===== src/rtl/arx_pkg.sv =====
package arx_pkg;
  // Samples per bit in each speed mode
  localparam logic [4:0] ARX_SPB_NORMAL = 5'h10;
  localparam logic [4:0] ARX_SPB_DOUBLE = 5'h08;
  // Start-check and centre vote sample numbers (first and last; the middle one lies between)
  localparam logic [4:0] ARX_VOTE_N0    = 5'h08;
  localparam logic [4:0] ARX_VOTE_N2    = 5'h0a;
  localparam logic [4:0] ARX_VOTE_D0    = 5'h04;
  localparam logic [4:0] ARX_VOTE_D2    = 5'h06;
  // Data plus parity bit count limits
  localparam logic [3:0] ARX_BITS_MIN   = 4'h5;
  localparam logic [3:0] ARX_BITS_MAX   = 4'ha;
  localparam int         ARX_SYNC_LEN   = 3;

  typedef enum {ARX_IDLE, ARX_START, ARX_DATA, ARX_STOP} arx_state_t;

  typedef struct packed {
    logic [9:0] data;
    logic       frame_error;
  } arx_frame_t;
endpackage


===== src/rtl/arx_recovery.sv =====
`timescale 1ns/10ps
module arx_recovery
  import arx_pkg::*;
(
  input  wire logic        SYS_CLK,
  input  wire logic        RESET,
  input  wire logic        SERIAL_RX_PIN,
  input  wire logic        SAMPLE_TICK,
  input  wire logic        DOUBLE_SPEED_SELECT,
  input  wire logic        RECEIVER_ENABLE_BIT,
  input  wire logic [3:0]  FRAME_BITS,
  output logic             FRAME_VALID,
  output logic [9:0]       FRAME_DATA,
  output logic             FRAME_ERROR_FLAG,
  output logic             BUSY
);
  arx_state_t state_q;
  arx_state_t state_d;
  logic       rx_sync;
  logic       rx_prev_q;
  logic [4:0] samp_q;
  logic [4:0] samp_d;
  logic [3:0] bit_q;
  logic [2:0] vote_q;
  logic [9:0] shift_q;
  arx_frame_t frame_q;
  logic       valid_q;

  // Three-stage synchroniser ahead of all sampling
  arx_sync u_sync (
    .SYS_CLK  (SYS_CLK),
    .RESET    (RESET),
    .async_in (SERIAL_RX_PIN),
    .sync_out (rx_sync)
  );

  function automatic logic majority(input logic [2:0] v);
    majority = (v[0] & v[1]) | (v[0] & v[2]) | (v[1] & v[2]);
  endfunction

  wire        dbl       = DOUBLE_SPEED_SELECT;
  wire [4:0]  spb       = dbl ? ARX_SPB_DOUBLE : ARX_SPB_NORMAL;
  wire [4:0]  vote_lo   = dbl ? ARX_VOTE_D0 : ARX_VOTE_N0;
  wire [4:0]  vote_hi   = dbl ? ARX_VOTE_D2 : ARX_VOTE_N2;
  wire        in_vote   = (samp_q >= vote_lo) && (samp_q <= vote_hi);
  wire        last_vote = (samp_q == vote_hi);
  wire        bit_end   = (samp_q == spb);
  wire        fall      = rx_prev_q & ~rx_sync;
  // Frame width clamped into the supported range
  wire [3:0]  nbits     = (FRAME_BITS < ARX_BITS_MIN) ? ARX_BITS_MIN :
                          (FRAME_BITS > ARX_BITS_MAX) ? ARX_BITS_MAX : FRAME_BITS;
  wire        voted     = majority({vote_q[1:0], rx_sync});

  always_comb begin
    state_d = state_q;
    samp_d  = samp_q;
    if (SAMPLE_TICK) begin
      samp_d = bit_end ? 5'h01 : samp_q + 5'h01;
      case (state_q)
        ARX_IDLE: begin
          if (fall) begin
            state_d = ARX_START;
            samp_d  = 5'h02;
          end
        end
        ARX_START: begin
          if (last_vote) begin
            state_d = voted ? ARX_IDLE : ARX_DATA;
          end
        end
        ARX_DATA: begin
          // Stop follows once every data and parity bit has been captured
          if (bit_end && bit_q == nbits) begin
            state_d = ARX_STOP;
          end
        end
        ARX_STOP: begin
          // Back to edge search straight after the last vote sample
          if (last_vote) begin
            state_d = ARX_IDLE;
          end
        end
        default: state_d = ARX_IDLE;
      endcase
    end
  end

  // Sample counter is the per-bit state; it restarts on each start edge
  always_ff @(posedge SYS_CLK) begin
    if (RESET || !RECEIVER_ENABLE_BIT) begin
      state_q <= ARX_IDLE;
      samp_q  <= 5'h00;
    end else begin
      state_q <= state_d;
      samp_q  <= (state_d == ARX_IDLE) ? 5'h00 : samp_d;
    end
  end

  // Previous line level only tracked on ticks, so edges are seen per sample
  always_ff @(posedge SYS_CLK) begin
    if (RESET) begin
      rx_prev_q <= 1'b1;
    end else if (SAMPLE_TICK) begin
      rx_prev_q <= rx_sync;
    end
  end

  always_ff @(posedge SYS_CLK) begin
    if (RESET || state_q == ARX_IDLE) begin
      vote_q <= 3'h0;
    end else if (SAMPLE_TICK && in_vote) begin
      vote_q <= {vote_q[1:0], rx_sync};
    end
  end

  // Counted at each capture, so the tail of the start bit is never taken for a data bit
  always_ff @(posedge SYS_CLK) begin
    if (RESET || state_q != ARX_DATA) begin
      bit_q <= 4'h0;
    end else if (SAMPLE_TICK && last_vote) begin
      bit_q <= bit_q + 4'h1;
    end
  end

  // LSB first; each bit is written straight to its index bit_q, so no justification at frame end
  always_ff @(posedge SYS_CLK) begin
    if (RESET || state_q == ARX_IDLE) begin
      shift_q <= 10'h000;
    end else if (SAMPLE_TICK && state_q == ARX_DATA && last_vote) begin
      shift_q[bit_q] <= voted;
    end
  end

  // Error flag held with its frame until the next frame replaces it or reset or a dropped enable clears it
  always_ff @(posedge SYS_CLK) begin
    if (RESET || !RECEIVER_ENABLE_BIT) begin
      valid_q <= 1'b0;
      frame_q <= '0;
    end else begin
      valid_q <= 1'b0;
      if (SAMPLE_TICK && state_q == ARX_STOP && last_vote) begin
        valid_q             <= 1'b1;
        frame_q.data        <= shift_q;
        frame_q.frame_error <= ~voted;
      end
    end
  end

  assign FRAME_VALID      = valid_q;
  assign FRAME_DATA       = frame_q.data;
  assign FRAME_ERROR_FLAG = frame_q.frame_error;
  assign BUSY             = (state_q != ARX_IDLE);

  stop_err_a: assert property (@(posedge SYS_CLK) disable iff (RESET)
    (SAMPLE_TICK && state_q == ARX_STOP && last_vote && RECEIVER_ENABLE_BIT)
    |=> (FRAME_VALID && FRAME_ERROR_FLAG == !$past(voted)))
    else $error("frame error not from stop vote");
  start_reject_a: assert property (@(posedge SYS_CLK) disable iff (RESET)
    (SAMPLE_TICK && state_q == ARX_START && last_vote && voted) |=> state_q == ARX_IDLE)
    else $error("noisy start not rejected");
  start_accept_a: assert property (@(posedge SYS_CLK) disable iff (RESET)
    (SAMPLE_TICK && state_q == ARX_START && last_vote && !voted && RECEIVER_ENABLE_BIT)
    |=> state_q == ARX_DATA)
    else $error("valid start not taken");
  disable_stop_a: assert property (@(posedge SYS_CLK) disable iff (RESET)
    !RECEIVER_ENABLE_BIT |=> (!BUSY && !FRAME_VALID))
    else $error("receiver not stopped");
  samp_range_a: assert property (@(posedge SYS_CLK) disable iff (RESET)
    samp_q <= spb)
    else $error("sample state out of range");
  edge_start_a: assert property (@(posedge SYS_CLK) disable iff (RESET)
    (SAMPLE_TICK && state_q == ARX_IDLE && fall && RECEIVER_ENABLE_BIT)
    |=> (state_q == ARX_START && samp_q == 5'h02))
    else $error("start edge missed");
  stop_idle_a: assert property (@(posedge SYS_CLK) disable iff (RESET)
    FRAME_VALID |-> state_q == ARX_IDLE)
    else $error("not idle after stop vote");
  bit_count_a: assert property (@(posedge SYS_CLK) disable iff (RESET)
    bit_q <= ARX_BITS_MAX)
    else $error("bit count overrun");

  // Frame, bit and sample checks; the stop bit may only follow the last data or parity bit
  valid_pulse_a: assert property (@(posedge SYS_CLK) disable iff (RESET)
    FRAME_VALID |=> !FRAME_VALID)
    else $error("frame valid longer than one cycle");
  data_vote_a: assert property (@(posedge SYS_CLK) disable iff (RESET)
    (SAMPLE_TICK && state_q == ARX_DATA && last_vote && RECEIVER_ENABLE_BIT)
    |=> (shift_q[$past(bit_q)] == $past(voted)))
    else $error("data bit not taken from vote");
  stop_entry_a: assert property (@(posedge SYS_CLK) disable iff (RESET)
    (state_q == ARX_STOP && $past(state_q) == ARX_DATA)
    |-> ($past(bit_q) == nbits))
    else $error("stop bit taken before last data bit");
  upper_zero_a: assert property (@(posedge SYS_CLK) disable iff (RESET)
    FRAME_VALID |-> ((FRAME_DATA >> nbits) == 10'h000))
    else $error("unused data bits not zero");
  start_clear_a: assert property (@(posedge SYS_CLK) disable iff (RESET)
    (state_q == ARX_START)
    |-> (bit_q == 4'h0 && shift_q == 10'h000))
    else $error("frame state not cleared at start");
  idle_samp_a: assert property (@(posedge SYS_CLK) disable iff (RESET)
    (state_q == ARX_IDLE) |-> (samp_q == 5'h00))
    else $error("sample state not cleared in idle");
  tick_hold_a: assert property (@(posedge SYS_CLK) disable iff (RESET)
    (!SAMPLE_TICK && RECEIVER_ENABLE_BIT)
    |=> ($stable(samp_q) && $stable(state_q)))
    else $error("state moved without a sample tick");
  stop_return_a: assert property (@(posedge SYS_CLK) disable iff (RESET)
    (SAMPLE_TICK && state_q == ARX_STOP && last_vote && RECEIVER_ENABLE_BIT)
    |=> (state_q == ARX_IDLE && rx_prev_q == $past(rx_sync)))
    else $error("edge search not resumed after stop vote");
endmodule


===== src/rtl/arx_sync.sv =====
`timescale 1ns/10ps
module arx_sync
  import arx_pkg::*;
(
  input  wire logic SYS_CLK,
  input  wire logic RESET,
  input  wire logic async_in,
  output logic      sync_out
);
  logic [ARX_SYNC_LEN-1:0] stage_q;

  // Idle line is high, so stages reset high
  always_ff @(posedge SYS_CLK) begin
    if (RESET) begin
      stage_q <= '1;
    end else begin
      stage_q <= {stage_q[ARX_SYNC_LEN-2:0], async_in};
    end
  end

  // Stage 0 only feeds stage 1; a change counts once stages 1 and 2 agree
  always_ff @(posedge SYS_CLK) begin
    if (RESET) begin
      sync_out <= 1'b1;
    end else if (stage_q[1] == stage_q[2]) begin
      sync_out <= stage_q[2];
    end
  end
endmodule


===== config.mk =====
export PLATFORM = sky130hd
export DESIGN_NAME = arx_recovery
export DESIGN_NICKNAME = d
export VERILOG_FILES = /design/src/rtl/arx_pkg.sv /design/src/rtl/arx_recovery.sv /design/src/rtl/arx_sync.sv
export SDC_FILE = /design/constraint.sdc
export NUM_CORES = 1
export LEC_CHECK = 0
export BUFFER_PORTS_ARGS = -buffer_cell sky130_fd_sc_hd__buf_2
export CAP_MARGIN = 40
export CORE_MARGIN = 1
export CORE_UTILIZATION = 45
export DETAILED_ROUTE_END_ITERATION = 6
export SLEW_MARGIN = 10
export SYNTH_ARGS = -nofsm -noshare
export SYNTH_HDL_FRONTEND = slang
export SYNTH_SLANG_ARGS = --single-unit
export TNS_END_PERCENT = 20

===== constraint.sdc =====
create_clock -name SYS_CLK -period 5.95 [get_ports SYS_CLK]
set_input_delay 0.2975 -clock SYS_CLK [delete_from_list [all_inputs] [get_ports SYS_CLK]]
set_output_delay 0.2975 -clock SYS_CLK [all_outputs]
set_load 0.005 [all_outputs]

* Word level (Yosys, flattened, before mapping) *
Index checks and enable logic that the tools add are counted.
W data, S select, Z words.

storage, ports and cells
  register bits = 70
  output and inout port bits = 13
  word-level logic and storage cells = 74

operators by class
  $add $sub $neg = 2
  magnitude comparators = 6
  eq/ne operators = 10
  muxes and demuxes = 19
  bitwise operators = 8
  reductions and logical operators = 18

operator list
  cell                   number
  $mux W32               5
  $pmux W32 S4           1
  $logic_not A32 Y1      3
  $eq A32 B2 Y1 const B  2
  $eq A32 B3 Y1 const B  2
  $eq A32 B1 Y1 const B  1
  $ne A32 B3 Y1 const B  1
  $reduce_bool A32 Y1    1
  $mux W5                4
  $mux W4                4
  $bwmux W10             1
  $logic_and A1 B1 Y1    9
  $add A5 B1 Y5 const B  1
  $eq A5 B4 Y1           1
  $eq A5 B5 Y1           1
  $ge A5 B4 Y1           1
  $le A5 B4 Y1           1
  $lt A4 B5 Y1 const B   1
  $add A4 B1 Y4 const B  1
  $and A1 B1 Y1          4
  $demux W1 S4           1
  $eq A4 B4 Y1           1
  $ge A4 B1 Y1 const B   1
  $gt A4 B4 Y1 const B   1
  other kinds (9)        14

* Depth between registers and ports, before layout *
Gate-level depths: netlist of run 1.

  depth after elaboration = 10
  depth in mapped cells = 9
  depth with buffers taken out = 7

* Modules after synthesis *
A second synthesis of run 1 with hierarchy kept.

second synthesis, totals
  cells, all modules = 309
  area total of the unflattened synthesis = 2946.6 µm²

by module, submodules not included
  module        instances  cells each  area an instance (µm²)  sequential area each (µm²)
  arx_recovery  1          299         2831.5                  1321.3
  arx_sync      1          10          115.1                   80.1

* Least setup slack after synthesis of run 1 *
Ideal clock, no wire load.

  path type = register to register
  from = register samp_q[2]
  to = register shift_q[3]
  arrival = 2104 ps
  data required time = 5818 ps
  path slack = 3714 ps
  cell stages (with the launch flop) = 9
  path buffers = 2
  clock period less this slack = 2236 ps
  cell sequence = dfxtp_1 -> ha_1 -> nand4b_1 -> or3_1 -> buf_2 -> or4_4 -> buf_6 -> o41ai_2 -> a21oi_1

between the ends
  cells in the longest elaborated chain, start to end = 2

RTL lines
  item                            line                 text
  start: declaration              arx_recovery.sv:21   logic [4:0] samp_q;
  start signal: assignment        arx_recovery.sv:95   samp_q <= (state_d == ARX_IDLE) ? 5'h00 : samp_d;
  $eq A5 B4 Y1                    arx_recovery.sv:46   wire last_vote = (samp_q == vote_hi);
  $logic_and A1 B1 Y1             arx_recovery.sv:129  end else if (SAMPLE_TICK && state_q == ARX_DATA && last_vote) begin
  end signal: indexed assignment  arx_recovery.sv:130  shift_q[bit_q] <= voted;
  end: declaration                arx_recovery.sv:25   logic [9:0] shift_q;

No other way between the ends.
A chain may end at the register's enable or synchronous reset.

* Final worst setup path of run 1 *
  from = register state_q[23]
  to = output port BUSY

between the ends
  cells in the longest elaborated chain, start to end = 1

RTL lines
  item                      line                 text
  start: declaration        arx_recovery.sv:17   arx_state_t state_q;
  start signal: assignment  arx_recovery.sv:94   state_q <= state_d;
  $reduce_bool A32 Y1       arx_recovery.sv:152  assign BUSY = (state_q != ARX_IDLE);
  end: declaration          arx_recovery.sv:15   output logic BUSY

No other way between the ends.

==> flow_summary.toml, run 1 <==
[run_status]
outcome = "finished, final reports clean"

[final_layout]
layout-drive-gt1-share = 0.170
area_growth_pct = 12.0
nets = 396
multi_input_area_mm2 = 0.00160
ff_latch_area_mm2 = 0.00140
fillers = 682
layout.cells.non_filler = 478
antenna_cells = 0

[logic_synthesis]
syn_inst = 371
yosysTopAreaCellShare = 0.428
synth_area_mm2 = 0.00327
yosysSeqAreaShare = 0.428
ys_seq_elements = 70
synth-main-ff-cell = "dfxtp_1"
synth_area_leaders = "dfxtp_1 (43%), a211oi_1 (5.3%), inv_1 (4.2%)"
synth_edf_count = 0
synth_cell_type_count = 52
yosysWarnings = 0
yosys.area.top_type = "dfxtp_1"
synth.avg_cell_area_um2 = 8.82
synth_nets = 390
synthArstFlopShare = 0

[worst_setup_path]
crit_path_start_kind = "flop"
critical_path_arrival_ps = 2460
slowest_delay_ps = 650
endpoint_kind = "output port"
path_cells = "nor4_1 -> nand4_2 -> nor2_1 -> nand2_1 -> buf_2"
reg2reg_slack_ps = 3280
path_buf_inv = 1
crit_family = "simple AND/OR/NAND/NOR gates"
crit_slowest_cell = "nor2_1"
path_max_fanout = 18
worstSetupPathType = "reg2out"
cp.required_ps = 5650

[clocking]
clk_pin_slew_worst_paths_ps = 90
postCtsHoldBufs = 0
post_cts_buffers = 0
cts_resized = 0
cts_sinks = 70
clk_path_buf_depth = 2
htreeDepth = 3
cts_tree = "built"
clk_latency_ps = 350
clk_root_buffer_cell = "clkbuf_8"
cts_inserted_buffers = 9

[grt]
grt_max_degree = 42
grtUsageTotal = 0.194
antenna_found_initial = 0
overflow = 0
grt_pass1_vias = 2449
grt_pass1_wl_um = 11600

[timing]
finalSetupViolations = 0
layout_setup_ws_ps = 3190
min_period_ps = 2760
fin_crit_sh = 0.463
rsz0062_at_grt = "false"
slew_viol_final = 0
setup_tns_ps = 0
whs_ps = 138
hold_viol_final = 0
tightestPinTransition_ps = 779
skew_ps = 13.5
slew_headroom = 0.479
fmax_mhz = 363

[pwr]
power_uw = 939
pwr_density_cell_mw_per_mm2 = 256
p_seq_frac = 0.500
ir_worst_vdd_uv = 110
internal-power_uw = 722
comb_power_share = 0.034
p_sw_frac = 0.231
p_clk_frac = 0.466
p_leak_uw = 0.00121
p_sw_uw = 217

[placement]
dp.final_hpwl_um = 4600
port_buffers = 22
place_ws_ps = 3230
placed_cells = 462
place.gp.congestion = 0.792

[route]
wl_um = 6910
viasPerCell = 5.47
drt_first_pass_iters = 4
vias = 2614
drt_iter0_markers = 97
route.antenna.remaining_nets = 0
wl_per_cell_um = 14.5
drc = 0

[job]
drv_cap = 0

[die]
core-area_mm2 = 0.00691
ios = 23
initial_core_util = 0.474
dieArea_mm2 = 0.00762
die_h_um = 87.3
rows = 30
die_w_um = 87.3

[worst_hold_path]
min_path_type = "in2reg"
==> cells in the mapped netlist (2+ instances only) <==
cell,instances
nand3_1,26
nand4_1,5
or2_2,3
o41ai_1,3
nor4_2,2
o21ai_0,16
nor3_1,9
dfxtp_1,70
nor3b_1,2
nor2_1,15
or3_1,3
ha_1,9
xor2_1,3
nor4_1,9
a211oi_2,10
xnor2_1,4
a211o_1,3
o211ai_1,2
o31a_1,2
a21oi_1,26
nand3b_1,2
nand2_1,14
maj3_1,2
o31ai_1,10
nor2b_1,3
buf_2,4
nand2b_1,4
nor4b_1,2
a211oi_1,23
inv_1,37
clkbuf_1,21
buf_6,3
buf_1,2
a2111oi_0,2
mux2i_1,3
==> cell type report <==
| cell class | count | share of cell area |
|---|---|---|
| Multi-Input combinational cell | 232 | 0.437 |
| Inverter | 38 | 0.0396 |
| Timing Repair Buffer | 26 | 0.0461 |
| Tap cell | 96 | 0.0328 |
| Clock buffer | 9 | 0.0338 |
| Clock inverter | 7 | 0.0280 |
| Sequential cell | 70 | 0.382 |
==> path summary, 6_finish.rpt <==
kind / from / endpoint / cells after the start
max: state_q[23] / BUSY / 5
min: SERIAL_RX_PIN / u_sync.stage_q[0] / 2
max reg2reg: samp_q[3] / state_q[12] / 6
min reg2reg: u_sync.stage_q[0] / u_sync.stage_q[1] / 1
==> logic make-up (layout without fill, tap and decap cells) <==
group / count (synthesis) / count (layout) / synth area share
buffers and inverters: 69 / 80 / 0.0895
xor gates and xnor gates: 7 / 7 / 0.0187
DFF: 70 / 70 / 0.428
muxes: 3 / 3 / 0.00918
adders and majority gates: 11 / 11 / 0.0405
and+or+nand+nor: 106 / 106 / 0.180
AOI/OAI and AO/OA: 105 / 105 / 0.234
==> routing by layer <==
metal | global-route usage | share of wire
met2 | 0.320 | 0.47
met5 | 0 | 0
met1 | 0.248 | 0.47
met3 | 0.0313 | 0.034
met4 | 0.0894 | 0.018
==> power groups by stage <==
| stage | Combinational [uW] | Sequential (uW) | Clock (uW) |
|---|---|---|---|
| detailed placement | 31.6 | 481 | 0 |
| CTS | 31.6 | 470 | 447 |
| global route | 34.5 | 470 | 465 |
| floorplan | 20.7 | 481 | 0 |
| finish | 31.5 | 470 | 438 |
| global placement | 28.3 | 481 | 0 |
==> state kept, by name, summed over array words and instances, names as in the netlist, 2 cells and up <==
signal,cells
bit_q,4
shift_q,10
state_q,32
vote_q,2
samp_q,5
u_sync.stage_q,3
FRAME_DATA,10
==> worst reg2reg max path, stage by stage, from the launching register on <==
cell and delay [ps]:
dfxtp_1 340, ha_1 320, nor4b_1 680, o2111ai_1 390
o311ai_4 290, buf_4 370, a211oi_1 150
==> stage by stage <==
step / cell area [um2] / util
floorplan: 3270 / -
detailed placement: 3440 / 0.498
CTS: 3660 / 0.531
finish: 3660 / 0.531
global route: 3660 / 0.531
global placement: 3390 / 0.490
==> cells in the final DEF (no fill, tap or decap), drive strengths merged, types with 10 or more instances in the layout <==
cell type,count
dfxtp,70
inv,41
a211oi,33
a21oi,26
nand3,26
buf,26
o21ai,16
nor2,15
nand2,14
nor4,11
o31ai,10
(Power assumes the default switching activity.)
==> run 2, diff against run 1 <==
clock period = 2.39 ns   (was 5.95 ns; I/O delays follow)
==> flow_summary.toml, run 2 (synthesis gave the netlist of run 1 again) <==
[timing]
finalSetupViolations = 0
fmax_mhz = 423
min_period_ps = 2360
slew_headroom = 0.525
tightestPinTransition_ps = 713
slew_viol_final = 0
hold_viol_final = 0
rsz0062_at_grt = "true"
skew_ps = 7.56
fin_crit_sh = 0.988

[route]
drt_iter0_markers = 124
wl_um = 6980
viasPerCell = 5.46
drc = 0
wl_per_cell_um = 14.2
drt_first_pass_iters = 4
route.antenna.remaining_nets = 0
vias = 2690

[final_layout]
largest-register = "state_q"
area_growth_pct = 15.2
layout-drive-gt1-share = 0.204
antenna_cells = 0
fin_area_mm2 = 0.00377
layout.cells.non_filler = 493
nets = 411
fillers = 681
layout_common_cells = "dfxtp_1 (70), inv_1 (37), a21oi_1 (26), nand3_1 (26)"
layout_commonest_cell = "dfxtp_1"
final_util = 0.546
largest_reg_flops = 32

[clocking]
clk_root_buffer_cell = "clkbuf_8"
cts_sinks = 70
htreeDepth = 3
clk_latency_ps = 340
clk_pin_slew_worst_paths_ps = 80
cts_tree = "built"
clk_path_buf_depth = 2
cts_inserted_buffers = 9

[grt]
grtUsageTotal = 0.198
grt_pass1_vias = 2472
grt_max_degree = 44
overflow = 0
antenna_found_initial = 0
grt_pass1_wl_um = 11700

[job]
drv_cap = 0

[worst_setup_path]
crit_path_start_kind = "flop"
endpoint_kind = "flop"
critical_path_arrival_ps = 2580
cp.required_ps = 2610
worstSetupPathType = "reg2reg"
path_max_fanout = 22

[die]
rows = 30
dieArea_mm2 = 0.00762
die_h_um = 87.3
core-area_mm2 = 0.00691
die_w_um = 87.3
initial_core_util = 0.474
ios = 23

[pwr]
ir_worst_vdd_uv = 428
power_uw = 2290
p_leak_uw = 0.00127
pwr_density_cell_mw_per_mm2 = 608

[placement]
port_buffers = 22
place_area_mm2 = 0.00353
placed_cells = 476
place.gp.congestion = 0.743
dp.final_hpwl_um = 4720

[run_status]
outcome = "finished, final reports clean"

[worst_hold_path]
min_path_type = "in2reg"
## run 2: changes by cell type in the layout (fill, tap and decap cells not counted)
cell,change
buf_4,+16
dlygate4sd3_1,+1
buf_12,-1
a211oi_1,-1
or3_4,+1
inv_6,-2
clkinvlp_4,+1
a211oi_2,+1
clkinv_2,+1
or3_1,-1
buf_6,-1
## run 2: stage by stage
step / setup TNS (ps) / setup slack, ps / hold slack, ps
floorplan: 0 / 154 / 218
global placement: 0 / 77.9 / 306
detailed placement: 0 / 42.2 / 311
CTS: 0 / 29.6 / 94.4
global route: -251 / -75.1 / 105
finish: 0 / 27.9 / 108
## run 2: power by group
part	internal, uW	switching [uW]
registers	1170	1.29
logic	26.3	50.6
clock network	591	453
total	1790	504
## run 2: area by class of cell
class	instances	area, um2	area share
Sequential cell	70	1400	0.372
Clock inverter	7	97.6	0.0259
Multi-Input combinational cell	232	1610	0.428
Inverter	38	145	0.0385
Timing Repair Buffer	41	268	0.0710
Clock buffer	9	124	0.0329
Tap cell	96	120	0.0319
## run 2: repair_timing
item                       4_1_cts  5_1_grt
resized for setup                0        2
setup endpoints to repair        0       38
hold endpoints to repair         1        0
hold buffers                     1        0
setup buffers                    0        0
## run 2: final timing paths
| check | startpoint | to | slack, ps | cells past startpoint |
|---|---|---|---|---|
| worst max-delay path | samp_q[2] | shift_q[2] | 30 | 6 |
| worst min-delay path | RESET | rx_prev_q | 110 | 2 |
| worst max register to register | samp_q[2] | shift_q[2] | 30 | 6 |
| worst min register to register | u_sync.stage_q[0] | u_sync.stage_q[1] | 410 | 1 |
## run 2: metal layers
metal	wire length (um)	global-route usage	part of all wire
met2	3350	0.320	0.48
met1	3350	0.256	0.48
met4	29	0.0492	0.0042
met5	0	0	0
met3	249	0.0597	0.036
## run 2: worst max-delay path, stage by stage (launching register included)
cell and delay (ps):
dfxtp_1 360, ha_1 330, nand4b_1 160, or3_4 380, or4_4 570, o41ai_1 340
a21oi_1 100
==> run 3, diff against run 2 <==
PLACE_DENSITY = 0.69   (was not set)
SYNTH_HIERARCHICAL = 1   (was not set)
==> flow_summary.toml, run 3 <==
[clocking]
clk_pin_slew_worst_paths_ps = 70
clk_root_buffer_cell = "clkbuf_8"
clk_path_buf_depth = 2
clk_latency_ps = 350
cts_inserted_buffers = 9
cts_sinks = 70
cts_tree = "built"
htreeDepth = 3

[logic_synthesis]
synth.most_common_cell = "dfxtp_1"
synth_edf_count = 0
synthTopCellsByCount = "dfxtp_1 (70), nor2_1 (42), and3_1 (30), mux2i_1 (22), nand3_1 (14)"
ys_seq_elements = 70
synth_nets = 328
synth_cell_type_count = 49
yosysTopAreaCellShare = 0.476
synthArstFlopShare = 0
synth.avg_cell_area_um2 = 9.54
synth_area_leaders = "dfxtp_1 (48%), mux2i_1 (7.5%), and3_1 (6.4%)"
synth-main-ff-cell = "dfxtp_1"
synth_area_mm2 = 0.00295
syn_inst = 309
yosysWarnings = 6
yosys.area.top_type = "dfxtp_1"
yosysSeqAreaShare = 0.476

[worst_hold_path]
holdPathStages = 2
min_from = "RESET"
min_path_type = "in2reg"
worstHoldEndpoint = "u_sync/stage_q[1]"

[die]
core-area_mm2 = 0.00635
initial_core_util = 0.464
dieArea_mm2 = 0.00688
die_h_um = 82.9
ios = 23
rows = 29
die_w_um = 82.9

[timing]
setup_tns_ps = 0
fmax_mhz = 463
rsz0062_at_grt = "false"
tightestPinTransition_ps = 603
skew_ps = 8.21
finalSetupViolations = 0
fin_crit_sh = 0.904
hold_viol_final = 0
slew_headroom = 0.592
slew_viol_final = 0
min_period_ps = 2160

[placement]
port_buffers = 22
place.gp.congestion = 0.853
dp.final_hpwl_um = 3690
placed_cells = 396

[final_layout]
area_growth_pct = 14.6
layout-drive-gt1-share = 0.164
nets = 350
antenna_cells = 0
largest-register = "state_q"
ff_latch_area_mm2 = 0.00140
multi_input_area_mm2 = 0.00143
fillers = 577
layout_common_cells = "dfxtp_1 (70), nor2_1 (42), and3_1 (30)"
layout.cells.non_filler = 413
largest_reg_flops = 32
layout_commonest_cell = "dfxtp_1"

[route]
wl_um = 5350
wl_per_cell_um = 12.9
drt_iter0_markers = 126
viasPerCell = 5.17
drc = 0
route.antenna.remaining_nets = 0
drt_first_pass_iters = 5
vias = 2134

[pwr]
p_seq_frac = 0.486
p_leak_uw = 0.00136
p_sw_frac = 0.203
pwr_density_cell_mw_per_mm2 = 712
comb_power_share = 0.021
p_sw_uw = 489
p_clk_frac = 0.493
ir_worst_vdd_uv = 495
internal-power_uw = 1920

[worst_setup_path]
endpoint_kind = "flop"
r2r-end = "state_q[0]"
r2r_start = "samp_q[3]"
crit_path_start_kind = "flop"
worstSetupPathType = "reg2reg"
cp.required_ps = 2680
critical_path_arrival_ps = 2450
reg2reg_depth = 5
path_max_fanout = 4
reg2reg_slack_ps = 230

[grt]
grt_max_degree = 33
overflow = 0
grtUsageTotal = 0.171
grt_pass1_wl_um = 9230
antenna_found_initial = 0
grt_pass1_vias = 1948

[job]
drv_cap = 0

[run_status]
outcome = "finished, final reports clean"
-- run 3: critical path: stages (launching register included) --
cell and delay, ps:
dfxtp_1 340, ha_1 330, nor4b_1 570, nand3_1 140, a2111oi_0 540, o211a_1 190
-- run 3: per-stage QoR --
stage / hold slack [ps] / total power [uW] / setup WS (ps) / instance area [um2] / util
after detailed placement: 303 / 1250 / 221 / 3110 / 0.490
after global routing: 75.5 / 2500 / 50.1 / 3380 / 0.532
final: 65.0 / 2410 / 230 / 3380 / 0.532
after global placement: 296 / 1250 / 264 / 3110 / 0.490
after CTS: 57.5 / 2430 / 198 / 3380 / 0.532
after floorplan: 217 / 1230 / 493 / 2950 / -
-- run 3: cells by family (layout without fill, tap and decap cells) --
| logic type | after synthesis | count (layout) | synth area share |
|---|---|---|---|
| flip-flops | 70 | 70 | 0.476 |
| buffers and inverters | 27 | 54 | 0.0399 |
| XOR/XNOR | 7 | 7 | 0.0208 |
| AO/OA/AOI/OAI | 31 | 31 | 0.0743 |
| AND/OR/NAND/NOR | 142 | 142 | 0.273 |
| multiplexers | 22 | 22 | 0.0747 |
| adder cells (fa/ha/maj) | 10 | 10 | 0.0416 |
-- run 3: routing by layer --
metal	vias up	routed length (um)	part of all wire	GRT usage
met5	-	0	0	0
met4	0	90	0.017	0.0799
met1	950	2920	0.55	0.246
met3	7	217	0.041	0.0547
li1	1137	-	-	-
met2	40	2120	0.40	0.228
-- run 3: final cells by class --
class	count	share of cell area
Multi-Input combinational cell	212	0.423
Sequential cell	70	0.415
Timing Repair Buffer	29	0.0489
Clock buffer	10	0.0407
Clock inverter	6	0.0344
Tap cell	77	0.0285
Inverter	9	0.0100
-- run 3: power by group through the flow --
stage               Combinational (uW)  Clock (uW)  Sequential (uW)
floorplan                         30.1           0             1200
global placement                  49.5           0             1200
detailed placement                49.8           0             1200
CTS                               51.4        1210             1170
global route                      57.2        1270             1170
finish                            51.5        1190             1170
-- run 3: worst max-delay path by stage --
stage               depth (start not counted)  startpoint             to
finish                                      5   samp_q[3]     state_q[0]
global route                                5   samp_q[3]     state_q[0]
CTS                                         5   samp_q[3]     state_q[0]
detailed placement                          5   samp_q[3]     state_q[0]
global placement                            5   samp_q[3]     state_q[0]
floorplan                                   7   samp_q[3]  FRAME_DATA[3]
-- run 3: repair_timing --
item                      in CTS  in global routing
setup buffers                  0                  0
resized for setup              0                  0
hold buffers                   1                  0
hold endpoints to repair       1                  0
